File: src/lfh_pkg.sv
package lfh_pkg;

   // ***************************************************************
   // Lane states handled here; ST_OUT means another state owns lane
   // ***************************************************************
   typedef enum logic [1:0] {
      ST_OUT = 2'b00,
      ST_FES = 2'b01,
      ST_HC  = 2'b10,
      ST_SR  = 2'b11
   } lfh_state_t;

   // ***************************************************************
   // Exit destinations
   // ***************************************************************
   typedef enum logic [2:0] {
      DST_NONE   = 3'b000,
      DST_COLD   = 3'b001,
      DST_CLEAR  = 3'b010,
      DST_BOTH   = 3'b011,
      DST_ACTIVE = 3'b100,
      DST_NEAR   = 3'b101,
      DST_FAR    = 3'b110
   } lfh_dest_t;

   // ***************************************************************
   // Received lane layer control words
   // ***************************************************************
   typedef enum logic [2:0] {
      RX_OTHER = 3'b000,
      RX_IDLE  = 3'b001,
      RX_INIT  = 3'b010,
      RX_IACK  = 3'b011,
      RX_RCLR  = 3'b100,
      RX_RXERR = 3'b101
   } lfh_rxw_t;

   typedef enum logic [1:0] {
      TX_NONE = 2'b00,
      TX_IDLE = 2'b01,
      TX_IACK = 2'b10
   } lfh_txw_t;

   typedef enum logic [1:0] {
      CS_NONE  = 2'b00,
      CS_RXERR = 2'b01,
      CS_RCLR  = 2'b10,
      CS_UPPER = 2'b11
   } lfh_cause_t;

   // ***************************************************************
   // Counts and timing
   // ***************************************************************
   localparam int CLK_PERIOD_PS    = 5000;
   localparam int INIT_TIMEOUT_US  = 20;
   localparam int REC_TIMEOUT_US   = 2;
   localparam int INIT_TIMEOUT_CYC =
      (INIT_TIMEOUT_US * 1000000 + CLK_PERIOD_PS - 1) / CLK_PERIOD_PS;
   localparam int REC_TIMEOUT_CYC  =
      (REC_TIMEOUT_US * 1000000 + CLK_PERIOD_PS - 1) / CLK_PERIOD_PS;
   localparam int TMR_W            = 12;
   localparam logic [TMR_W-1:0] TMR_RST = 12'h000;
   localparam logic [3:0] RXERR_LIMIT   = 4'h8;
   localparam logic [1:0] RUN_PAIR      = 2'h1;
   localparam logic [4:0] IACK_LAST     = 5'h0F;

endpackage : lfh_pkg

File: src/lfh_lane_init.sv
`timescale 1ns/1ps
// Behaviour
// - Enter far-end-started from auto start after two IDLE words received.
// - Far-end-started entry starts a 20 us initialisation timeout.
// - Far-end-started sends IDLE words continuously and keeps receiving words.
// - Exits in priority: cold reset first, then warm reset or no signal.
// - More than eight consecutive RXERR in far-end or half connected: clear line.
// - Two INIT words in far-end-started lead to both-ends-started.
// - Initialisation timeout in far-end or half connected: clear line, lowest priority.
// - Half connected entered only from near-end-started after two IACK words.
// - Half connected sends sixteen IACK words, counting each one sent.
// - After the sixteenth IACK is sent, move to active.
// - Active enters start-recovery on RXERR run, RCLR, or upper error.
// - Start-recovery starts a 2 us recovery timeout, keeps receiving words.
// - RXERR run or upper error cause: exit to near-end-recovering.
// - RCLR cause: exit to far-end-recovering.
module lfh_lane_init
   import lfh_pkg::*;
(
   input  wire logic       clk_i,             // 200 MHz lane clock
   input  wire logic       rst_i,             // Sync reset, high
   input  wire logic       cold_reset_i,      // Cold reset request
   input  wire logic       warm_reset_i,      // Warm reset request
   input  wire logic       no_signal_i,       // Receiver sees no signal
   input  wire logic       auto_start_i,      // Lane in auto start (or polarity)
   input  wire logic       near_started_i,    // Lane in near-end-started
   input  wire logic       active_i,          // Lane in active
   input  wire logic       upper_err_i,       // Upper layer error pulse
   input  wire logic       rx_valid_i,        // Received word strobe
   input  wire lfh_rxw_t   rx_word_i,         // Received word kind
   input  wire logic       tx_taken_i,        // Offered word sent this cycle
   output logic            tx_send_o,         // Offer a word to send
   output lfh_txw_t        tx_word_o,         // Word kind offered
   output lfh_state_t      state_o,           // Current local state
   output logic            exit_valid_o,      // Exit pulse
   output lfh_dest_t       exit_dest_o,       // Exit destination
   output lfh_cause_t      cause_o,           // Latched recovery cause
   output logic            rec_timeout_o      // Recovery timeout pulse
);

   // ***************************************************************
   // Helpers
   // ***************************************************************
   function automatic logic [1:0] sat2(input logic [1:0] v);
      sat2 = (v == 2'h3) ? v : v + 2'h1;
   endfunction : sat2

   function automatic logic [3:0] sat4(input logic [3:0] v);
      sat4 = (v == 4'hF) ? v : v + 4'h1;
   endfunction : sat4

   lfh_state_t       state_q, state_d;
   lfh_dest_t        dest_q, dest_d;
   lfh_cause_t       cause_q, cause_d;
   lfh_rxw_t         run_word_q, run_word_d;
   logic [1:0]       run_cnt_q, run_cnt_d;
   logic [3:0]       err_cnt_q, err_cnt_d;
   logic [4:0]       iack_cnt_q, iack_cnt_d;
   logic [TMR_W-1:0] tmr_q, tmr_d;
   logic [TMR_W-1:0] rec_q, rec_d;
   logic             rec_run_q, rec_run_d;
   logic             rec_to_q, rec_to_d;
   logic             exit_q, exit_d;
   logic             send_q, send_d;
   lfh_txw_t         txw_q, txw_d;
   logic             two_idle, two_init, two_iack, err_run, hi_clear, init_exp;

   // ***************************************************************
   // Received word runs
   // ***************************************************************
   function automatic logic got_two(input lfh_rxw_t w, input lfh_rxw_t rw,
                                    input logic [1:0] rc, input logic v,
                                    input lfh_rxw_t nw);
      got_two = v && (nw == w) && (rw == w) && (rc >= RUN_PAIR);
   endfunction : got_two

   always_comb
   begin
      two_idle = got_two(RX_IDLE, run_word_q, run_cnt_q, rx_valid_i, rx_word_i);
      two_init = got_two(RX_INIT, run_word_q, run_cnt_q, rx_valid_i, rx_word_i);
      two_iack = got_two(RX_IACK, run_word_q, run_cnt_q, rx_valid_i, rx_word_i);
      err_run  = rx_valid_i && (rx_word_i == RX_RXERR) && (err_cnt_q >= RXERR_LIMIT);
      hi_clear = warm_reset_i || no_signal_i;
      init_exp = (tmr_q == TMR_W'(INIT_TIMEOUT_CYC - 1));
   end

   // ***************************************************************
   // Next state
   // ***************************************************************
   always_comb
   begin
      state_d    = state_q;
      dest_d     = DST_NONE;
      exit_d     = 1'b0;
      cause_d    = cause_q;
      iack_cnt_d = iack_cnt_q;
      tmr_d      = tmr_q + TMR_W'(1);
      run_word_d = run_word_q;
      run_cnt_d  = run_cnt_q;
      err_cnt_d  = err_cnt_q;
      if (rx_valid_i)
      begin
         run_word_d = rx_word_i;
         run_cnt_d  = (rx_word_i == run_word_q) ? sat2(run_cnt_q) : 2'h1;
         err_cnt_d  = (rx_word_i == RX_RXERR) ? sat4(err_cnt_q) : 4'h0;
      end
      case (state_q)
         ST_OUT:
         begin
            if (auto_start_i && two_idle)
            begin
               state_d = ST_FES;
               tmr_d   = TMR_RST;
            end
            else if (near_started_i && two_iack)
            begin
               state_d    = ST_HC;
               tmr_d      = TMR_RST;
               iack_cnt_d = 5'h00;
            end
            else if (active_i && (err_run || rx_valid_i && rx_word_i == RX_RCLR
                                  || upper_err_i))
            begin
               state_d = ST_SR;
               if (err_run)
                  cause_d = CS_RXERR;
               else if (rx_valid_i && rx_word_i == RX_RCLR)
                  cause_d = CS_RCLR;
               else
                  cause_d = CS_UPPER;
            end
         end
         ST_FES, ST_HC:
         begin
            if (state_q == ST_HC && send_q && tx_taken_i)
               iack_cnt_d = iack_cnt_q + 5'h01;
            if (cold_reset_i)
               dest_d = DST_COLD;
            else if (hi_clear)
               dest_d = DST_CLEAR;
            else if (err_run)
               dest_d = DST_CLEAR;
            else if (state_q == ST_FES && two_init)
               dest_d = DST_BOTH;
            else if (state_q == ST_HC && send_q && tx_taken_i
                     && iack_cnt_q == IACK_LAST)
               dest_d = DST_ACTIVE;
            else if (init_exp)
               dest_d = DST_CLEAR;
         end
         ST_SR:
         begin
            if (cold_reset_i)
               dest_d = DST_COLD;
            else if (hi_clear)
               dest_d = DST_CLEAR;
            else if (cause_q == CS_RCLR)
               dest_d = DST_FAR;
            else
               dest_d = DST_NEAR;
         end
         default:
            state_d = ST_OUT;
      endcase
      if (dest_d != DST_NONE)
      begin
         exit_d  = 1'b1;
         state_d = ST_OUT;
      end
      if (state_d != state_q)
         run_cnt_d = 2'h0;
   end

   // ***************************************************************
   // Transmit word selection
   // ***************************************************************
   always_comb
   begin
      send_d = (state_d == ST_FES) || (state_d == ST_HC && iack_cnt_d <= IACK_LAST);
      txw_d  = TX_NONE;
      if (state_d == ST_FES)
         txw_d = TX_IDLE;
      else if (state_d == ST_HC)
         txw_d = TX_IACK;
   end

   // ***************************************************************
   // Recovery timer, runs on past the exit for the recovering states
   // ***************************************************************
   always_comb
   begin
      rec_d     = rec_q;
      rec_run_d = rec_run_q;
      rec_to_d  = 1'b0;
      if (state_q == ST_SR)
      begin
         rec_d     = TMR_W'(1);
         rec_run_d = 1'b1;
      end
      else if (rec_run_q && cold_reset_i)
         rec_run_d = 1'b0;
      else if (rec_run_q)
      begin
         if (rec_q == TMR_W'(REC_TIMEOUT_CYC - 1))
         begin
            rec_run_d = 1'b0;
            rec_to_d  = 1'b1;
         end
         rec_d = rec_q + TMR_W'(1);
      end
   end

   // ***************************************************************
   // Registers
   // ***************************************************************
   always_ff @(posedge clk_i)
   begin
      if (rst_i)
      begin
         state_q    <= ST_OUT;
         dest_q     <= DST_NONE;
         exit_q     <= 1'b0;
         cause_q    <= CS_NONE;
         run_word_q <= RX_OTHER;
         run_cnt_q  <= 2'h0;
         err_cnt_q  <= 4'h0;
         iack_cnt_q <= 5'h00;
         tmr_q      <= TMR_RST;
         rec_q      <= TMR_RST;
         rec_run_q  <= 1'b0;
         rec_to_q   <= 1'b0;
         send_q     <= 1'b0;
         txw_q      <= TX_NONE;
      end
      else
      begin
         state_q    <= state_d;
         dest_q     <= dest_d;
         exit_q     <= exit_d;
         cause_q    <= cause_d;
         run_word_q <= run_word_d;
         run_cnt_q  <= run_cnt_d;
         err_cnt_q  <= err_cnt_d;
         iack_cnt_q <= iack_cnt_d;
         tmr_q      <= tmr_d;
         rec_q      <= rec_d;
         rec_run_q  <= rec_run_d;
         rec_to_q   <= rec_to_d;
         send_q     <= send_d;
         txw_q      <= txw_d;
      end
   end

   assign tx_send_o     = send_q;
   assign tx_word_o     = txw_q;
   assign state_o       = state_q;
   assign exit_valid_o  = exit_q;
   assign exit_dest_o   = dest_q;
   assign cause_o       = cause_q;
   assign rec_timeout_o = rec_to_q;
endmodule : lfh_lane_init

File: config.mk
export PLATFORM = sky130hd
export DESIGN_NAME = lfh_lane_init
export DESIGN_NICKNAME = d
export VERILOG_FILES = /design/src/lfh_pkg.sv /design/src/lfh_lane_init.sv
export SDC_FILE = /design/constraint.sdc
export NUM_CORES = 1
export LEC_CHECK = 0
export ABC_AREA = 0
export ABC_CLOCK_PERIOD_IN_PS = 5200
export BUFFER_PORTS_ARGS = -buffer_cell sky130_fd_sc_hd__buf_4
export CORE_ASPECT_RATIO = 1.4
export CORE_MARGIN = 8
export CORE_UTILIZATION = 63
export DETAILED_ROUTE_END_ITERATION = 8
export HOLD_SLACK_MARGIN = 0.15
export PLACE_DENSITY = 0.84
export SKIP_CTS_REPAIR_TIMING = 1
export SLEW_MARGIN = 20
export SYNTH_ARGS = -nofsm -noshare
export SYNTH_HDL_FRONTEND = slang
export SYNTH_SLANG_ARGS = --single-unit
File: constraint.sdc
create_clock -name clk_i -period 5.2 [get_ports clk_i]
set_clock_uncertainty 0.05 [all_clocks]
set_input_delay 0.26 -clock clk_i [delete_from_list [all_inputs] [get_ports clk_i]]
set_output_delay 0.26 -clock clk_i [all_outputs]
set_load 0.05 [all_outputs]
==> results of run 1 <==
layout make-up:
| type | count | area share, % |
|---|---|---|
| clock inverters | 2 | 0.554 |
| inverters | 14 | 1.79 |
| multi-input cells | 234 | 51.8 |
| clock buffers | 6 | 2.81 |
| repair buffers | 25 | 6.39 |
| flip-flops and latches | 51 | 34.8 |
| well taps | 45 | 1.92 |
Yosys cell counts, drive strengths merged (4+ instances only):
master	n	share of area [%]
nand2	21	3.0
nor2b	6	1.4
a21oi	10	1.9
o21ai	8	1.5
nand3	18	3.4
xor2	17	5.7
nand2b	6	1.5
or4	4	1.3
nor3	7	1.5
nor2	50	7.1
dfxtp	51	39
a22oi	5	1.4
and3	6	1.5
clkbuf	8	1.1
or3	6	1.6
mux2i	5	1.9
nand4	9	2.1
inv	14	2.0
ha	13	6.2
xnor2	9	3.0
sequential cells by signal, indices dropped and copies added, names as in the netlist:
register	flops
state_o	2
run_cnt_q	2
err_cnt_q	4
cause_o	2
tmr_q	12
exit_dest_o	3
rec_timeout_o	1
run_word_q	3
rec_q	12
tx_send_o	1
iack_cnt_q	5
exit_valid_o	1
tx_word_o	2
rec_run_q	1
cell families (layout without fill, tap and decap cells):
group,count (synthesis),after routing,share of synthesized area (%)
fa+ha+maj,13,13,6.18
simple gates,147,147,29.1
xor+xnor,26,26,8.65
mux,6,6,2.33
flops,51,51,38.8
buf+inv,24,47,3.42
compound gates,42,42,11.6
power breakdown:
part / switching [mW] / total, mW / internal, mW
registers: 0.0129 / 0.416 / 0.404
clock network: 0.131 / 0.240 / 0.109
logic: 0.0856 / 0.135 / 0.0495
worst min path at each step:
stage                      start       endpoint
floorplan           rx_word_i[1]  run_word_q[1]
CTS                 rx_word_i[2]  run_word_q[2]
detailed placement      tmr_q[0]       tmr_q[0]
finish              rx_word_i[2]  run_word_q[2]
global placement        tmr_q[0]       tmr_q[0]
global route        rx_word_i[2]  run_word_q[2]
worst min-delay path, stage by stage:
cell	delay, ns
buf_4	0.11
mux2i_1	0.07
nor2_1	0.07
cell usage in the layout, fill, tap and decap left out, drive strengths merged, types with 6 or more instances in the layout:
master  instances
a21oi          10
and3            6
buf            25
clkbuf          6
dfxtp          51
ha             13
inv            14
nand2          21
nand2b          6
nand3          18
nand4           9
nor2           50
nor2b           6
nor3            7
o21ai           8
or3             6
xnor2           9
xor2           17
metrics by stage:
stage          utilization [%]  power (mW)  instances
2_1_floorplan                -       0.522        309
3_3_place_gp              68.6       0.558        369
3_5_place_dp              68.6       0.561        369
4_1_cts                   71.0       0.798        377
5_1_grt                   71.0       0.830        377
6_report                  71.0       0.791        377
per-layer routing:
layer / vias to the layer above / wire, um / global-route usage, % / share of wire, %
li1: 1121 / - / - / -
met1: 998 / 2140 / 15.1 / 42
met2: 35 / 2620 / 29.3 / 52
met3: 8 / 231 / 4.43 / 4.6
met4: 0 / 71 / 7.84 / 1.4
met5: - / 0 / 0 / 0
==> impl_results.md, run 1 <==
- Total half-perimeter wirelength after legalization and detailed placement: approximately 3800 um
- Mean instance size in the synthesized netlist: about 8.5 um^2
- Start of the worst register-to-register path: run_cnt_q[0]
- Start-to-end type of the worst setup path: reg -> reg
- Power density over the cells: 269 mW/mm^2
- Synthesized netlist net count: around 340
- Crit share post-route: around 52%
- Worst-Skew Late Latency: 0.30 ns
- Post-route DRC violation count: 0
- Crit path top cell by count: nor2_1
- Maximum number of pins on one net before global-route repair: 24
- Number of instances in the synthesized netlist: between 300 and 400
- Total vias in the final route: 2162
- Placer's final routability congestion estimate: about 0.87
- Cells along the critical path: inv_1 -> ha_1 -> or3_4 -> nor3_1 -> nor2_1 -> o21bai_1 -> nor2_1
- Critical path launch point: run_cnt_q[0]
- Unrepaired setup endpoints after global routing: no
- Clock tree root driver cell: clkbuf_8
- Clock sink count: 51
- Path length in cells of the critical path: 7
- Crit start category: flop
- Vert. Die Dim: 92.5 um
- Worst path setup slack after routing: about 2.5 ns
- Outcome: completed
- Share of layout cells above drive strength 1: 13.3%
- Destination of the worst register-to-register timing path: tmr_q[2]
- Number of rows created at floorplan: 28
- Nets@finish: 358
- Leakage dissipation: roughly 1.2 nW
- Ys Warns: 0
- Average routed wire per standard cell: approximately 13 um
- First-pass iteration count of the detailed router: 4
- Max H-tree Level: 2
- Area enclosed by the die boundary: roughly 0.0065 mm^2
- Total placed instance area: between 0.002 and 0.003 mm^2
- Count of unique library cells instantiated by Yosys: 53
- Antenna violations before repair: 0
- Total congestion overflow: 0
- Flip-flop cell with the highest count after synthesis: dfxtp_1
- CP top delay family: simple AND/OR/NAND/NOR gates
- Max-cap violations: 0
- Number of buffer and inverter stages on the critical path: 1
- Path category of the worst min-delay check: in -> reg
- Number of violations reported at the end of detailed-routing iteration 0: roughly 110
- Share of synthesized registers carrying an async set or reset: 0%
- Post-synthesis instance area: ~0.0026 mm^2
- Starting density of the core: a little under two thirds
- Final wirelength: 5060 um
- CTS clock-pin slew for the worst setup and hold paths: about 0.090 ns
- Worst hold slack: 0.184 ns
- FF+latch area: 0.00102 mm^2
- Via count of the first global-routing pass: ~2100
- Buffer depth of the longest clock path: 2
- FILL cells: 343
- Slowest cell on crit path: o21bai_1
- Data arrival, critical path: around 2.8 ns
- Multi-input combinational cell area: 0.00152 mm^2
- Maximum fanout along the worst path: 12
- Number of buffers added by the clock tree synthesis step: 5
- Largest voltage drop on the vdd net: about 0.25 mV
- IO Pins: 26
- Achievable Freq: between 0.3 and 0.4 GHz
- Critical Path RT: roughly 5.3 ns
- Core ar.: 0.00413 mm^2
- Post-layout minimum cycle time: about 2.7 ns
- Die boundary width: between 70 and 80 um
- Slew margin rel.: a little over two fifths
- Number of slew-limit violations in the final report: 0
- Placement-stage worst setup slack: about 2.5 ns
- Depth of the worst hold-timing path: 3
- Post-synth EDFFs: 0
- Antenna diodes: 0
- PortBufs: 25
- Register bit count reported by yosys: 51
- Last element of the critical path: tmr_q[2]
- Gr usage total: 15.6%
- Synth-to-layout area growth: 11.6%
- Final antenna-violating net count: 0
- Number of vias per cell after detailed routing: between 5 and 6
- Clock tree from TritonCTS: yes
- Wire length of the first global-routing pass: 8540 um
- # setup viols final: 0
- Post-route cell area: between 0.002 and 0.003 mm^2
- Critical path capture point type: flop
- Transition time of the tightest slew-check pin: 0.852 ns
- CP max stage delay: slightly above 0.7 ns
- Setup slack on the worst flop-to-flop path: approximately 2.5 ns
- Hold Violations, Final: 0
- Reg2Reg Depth: 7
- Sequential-to-total area share from yosys stat: between 30% and 40%
- Setup TNS Final: 0 ns
(Power assumes the default switching activity.)
==> inputs of run 2 (changes only) <==
ABC_CLOCK_PERIOD_IN_PS = 2450   (was 5200)
CORE_UTILIZATION = 53   (was 63)
PLACE_DENSITY = 0.76   (was 0.84)
clock period = 2.45 ns   (was 5.2 ns; I/O delays follow)
==> run 2 against run 1 <==
- largest cell class unchanged
- the flow now finishes with violations (negative setup slack)
- die area up 15%
- clock power rose to 2.5 times the previous value
- first-iteration DRC count up 48%
- critical endpoint is now run_cnt_q[1]
- register-to-register slack worse by 2.5 ns
- sequential share of layout area down 2.8 points
- count of clock-buffer cells in the layout down 1
- global-route usage up 0.56 points
- utilization down 4.0 points
- via count up 7.8%
==> impl_results.md, run 2 (same netlist as run 1, synthesis figures left out) <==
- Slowest cell on crit path: or4_4
- IO Pins: 26
- Antenna violations before repair: 0
- First-pass iteration count of the detailed router: 4
- Buffer depth of the longest clock path: 2
- Path category of the worst min-delay check: in -> reg
- Fin cells: 420
- Data arrival, critical path: about 2.7 ns
- FILL cells: 446
- Hold Violations, Final: 0
- Placer's final routability congestion estimate: slightly above 0.9
- Total half-perimeter wirelength after legalization and detailed placement: between 4000 and 5000 um
- Average routed wire per standard cell: roughly 14 um
- Achievable Freq: about 0.4 GHz
- # setup viols final: 2
- CTS clock-pin slew for the worst setup and hold paths: approximately 0.1 ns
- Area enclosed by the die boundary: about 0.0075 mm^2
- Most common library cell in the layout ignoring fill and taps: nor2_1
- Share of layout cells above drive strength 1: a little under a fifth
- Core ar.: slightly below 0.005 mm^2
- Number of violations reported at the end of detailed-routing iteration 0: ~160
- Total placed instance area: around 0.0030 mm^2
- Unrepaired setup endpoints after global routing: yes
- Post-layout minimum cycle time: 2.50 ns
- Power density over the cells: roughly 560 mW/mm^2
- Gr usage total: about 16%
- Starting density of the core: 54.8%
- Number of buffers added by the clock tree synthesis step: 5
- Design Power: ~1.8 mW
- Number of vias per cell after detailed routing: around 5.6
- Number of rows created at floorplan: 30
- Worst-Skew Late Latency: 0.31 ns
- Leakage dissipation: 1.36 nW
- Max-cap violations: 0
- Synth-to-layout area growth: 22.4%
- Crit share post-route: 102%
- Critical path capture point type: flop
- Clock tree from TritonCTS: yes
- Largest voltage drop on the vdd net: around 0.38 mV
- Most frequent cells in the layout: nor2_1, dfxtp_1, buf_4, nand2_1, nand3_1
- Wire length of the first global-routing pass: 9780 um
- Die boundary width: 75.6 um
- Maximum number of pins on one net before global-route repair: 24
- Final core area utilization: about 67%
- Worst path setup slack after routing: -0.0511 ns
- Worst hold slack: about 0.19 ns
- Top flop regs: rec_q (12), tmr_q (12), iack_cnt_q (5)
- Setup TNS Final: -0.0587 ns
- Number of slew-limit violations in the final report: 0
- CP max stage delay: 0.44 ns
- Maximum fanout along the worst path: 6
- Antenna diodes: 0
- Number of instances in the placed design: ~400
- Via count of the first global-routing pass: between 2000 and 2500
- Slew margin rel.: between 60% and 70%
- Violations in the final reports: negative setup slack
- Post-route cell area: around 0.0032 mm^2
- Total vias in the final route: around 2300
- Vert. Die Dim: 99.4 um
- Final wirelength: just under 6000 um
- Max H-tree Level: 2
- Clock tree root driver cell: clkbuf_8
- Nets@finish: ~380
- Total congestion overflow: 0
- Clock sink count: between 50 and 60
- Critical Path RT: between 2 and 3 ns
- PortBufs: 25
- Crit start category: flop
- Post-route DRC violation count: 0
- Final antenna-violating net count: 0
- Placement-stage worst setup slack: -0.0176 ns
- Cells along the critical path: inv_1 -> ha_2 -> or3_4 -> or4_4 -> nor4bb_4 -> a2111oi_4 -> buf_4 -> a311oi_2 -> a31o_1
- Transition time of the tightest slew-check pin: roughly 0.56 ns
- Start-to-end type of the worst setup path: reg -> reg
- Outcome: complete, but fails checks
-- run 2: routing by layer --
| layer | share of wire, % | vias to the layer above | GRT usage [%] |
|---|---|---|---|
| met2 | 52 | 46 | 28.1 |
| li1 | - | 1161 | - |
| met4 | 2.0 | 0 | 6.84 |
| met3 | 4.3 | 12 | 3.52 |
| met1 | 42 | 1112 | 18.0 |
| met5 | 0 | - | 0 |
-- run 2: where the power goes --
part / switching, mW / internal [mW]
Sequential: 0.0243 / 0.858
Clock: 0.296 / 0.310
Combinational: 0.197 / 0.132
-- run 2: worst paths after layout --
check / startpoint / to / slack [ns] / depth (start not counted)
setup reg to reg: run_cnt_q[0] / run_cnt_q[1] / -0.05 / 9
hold reg to reg: tmr_q[0] / tmr_q[0] / 0.43 / 1
hold / removal: cold_reset_i / exit_dest_o[2] / 0.19 / 3
setup / recovery: run_cnt_q[0] / run_cnt_q[1] / -0.05 / 9
-- run 2: worst max-delay path, delay by kind of cell (launching register included) --
family,cells,cell delay (ns)
adders and majority gates,1,0.17
and+or+nand+nor,3,0.95
AOI/OAI and AO/OA,3,0.62
buffers and inverters,2,0.26
DFF,1,0.34
-- run 2: cell type report --
cell class,count,area [um^2],area share [%]
Clock buffer,5,68.8,2.14
Inverter,14,52.6,1.63
Multi-Input combinational cell,234,1550,48.1
Clock inverter,3,47.5,1.48
Tap cell,64,80.1,2.49
Timing Repair Buffer,49,393,12.2
Sequential cell,51,1030,32.0
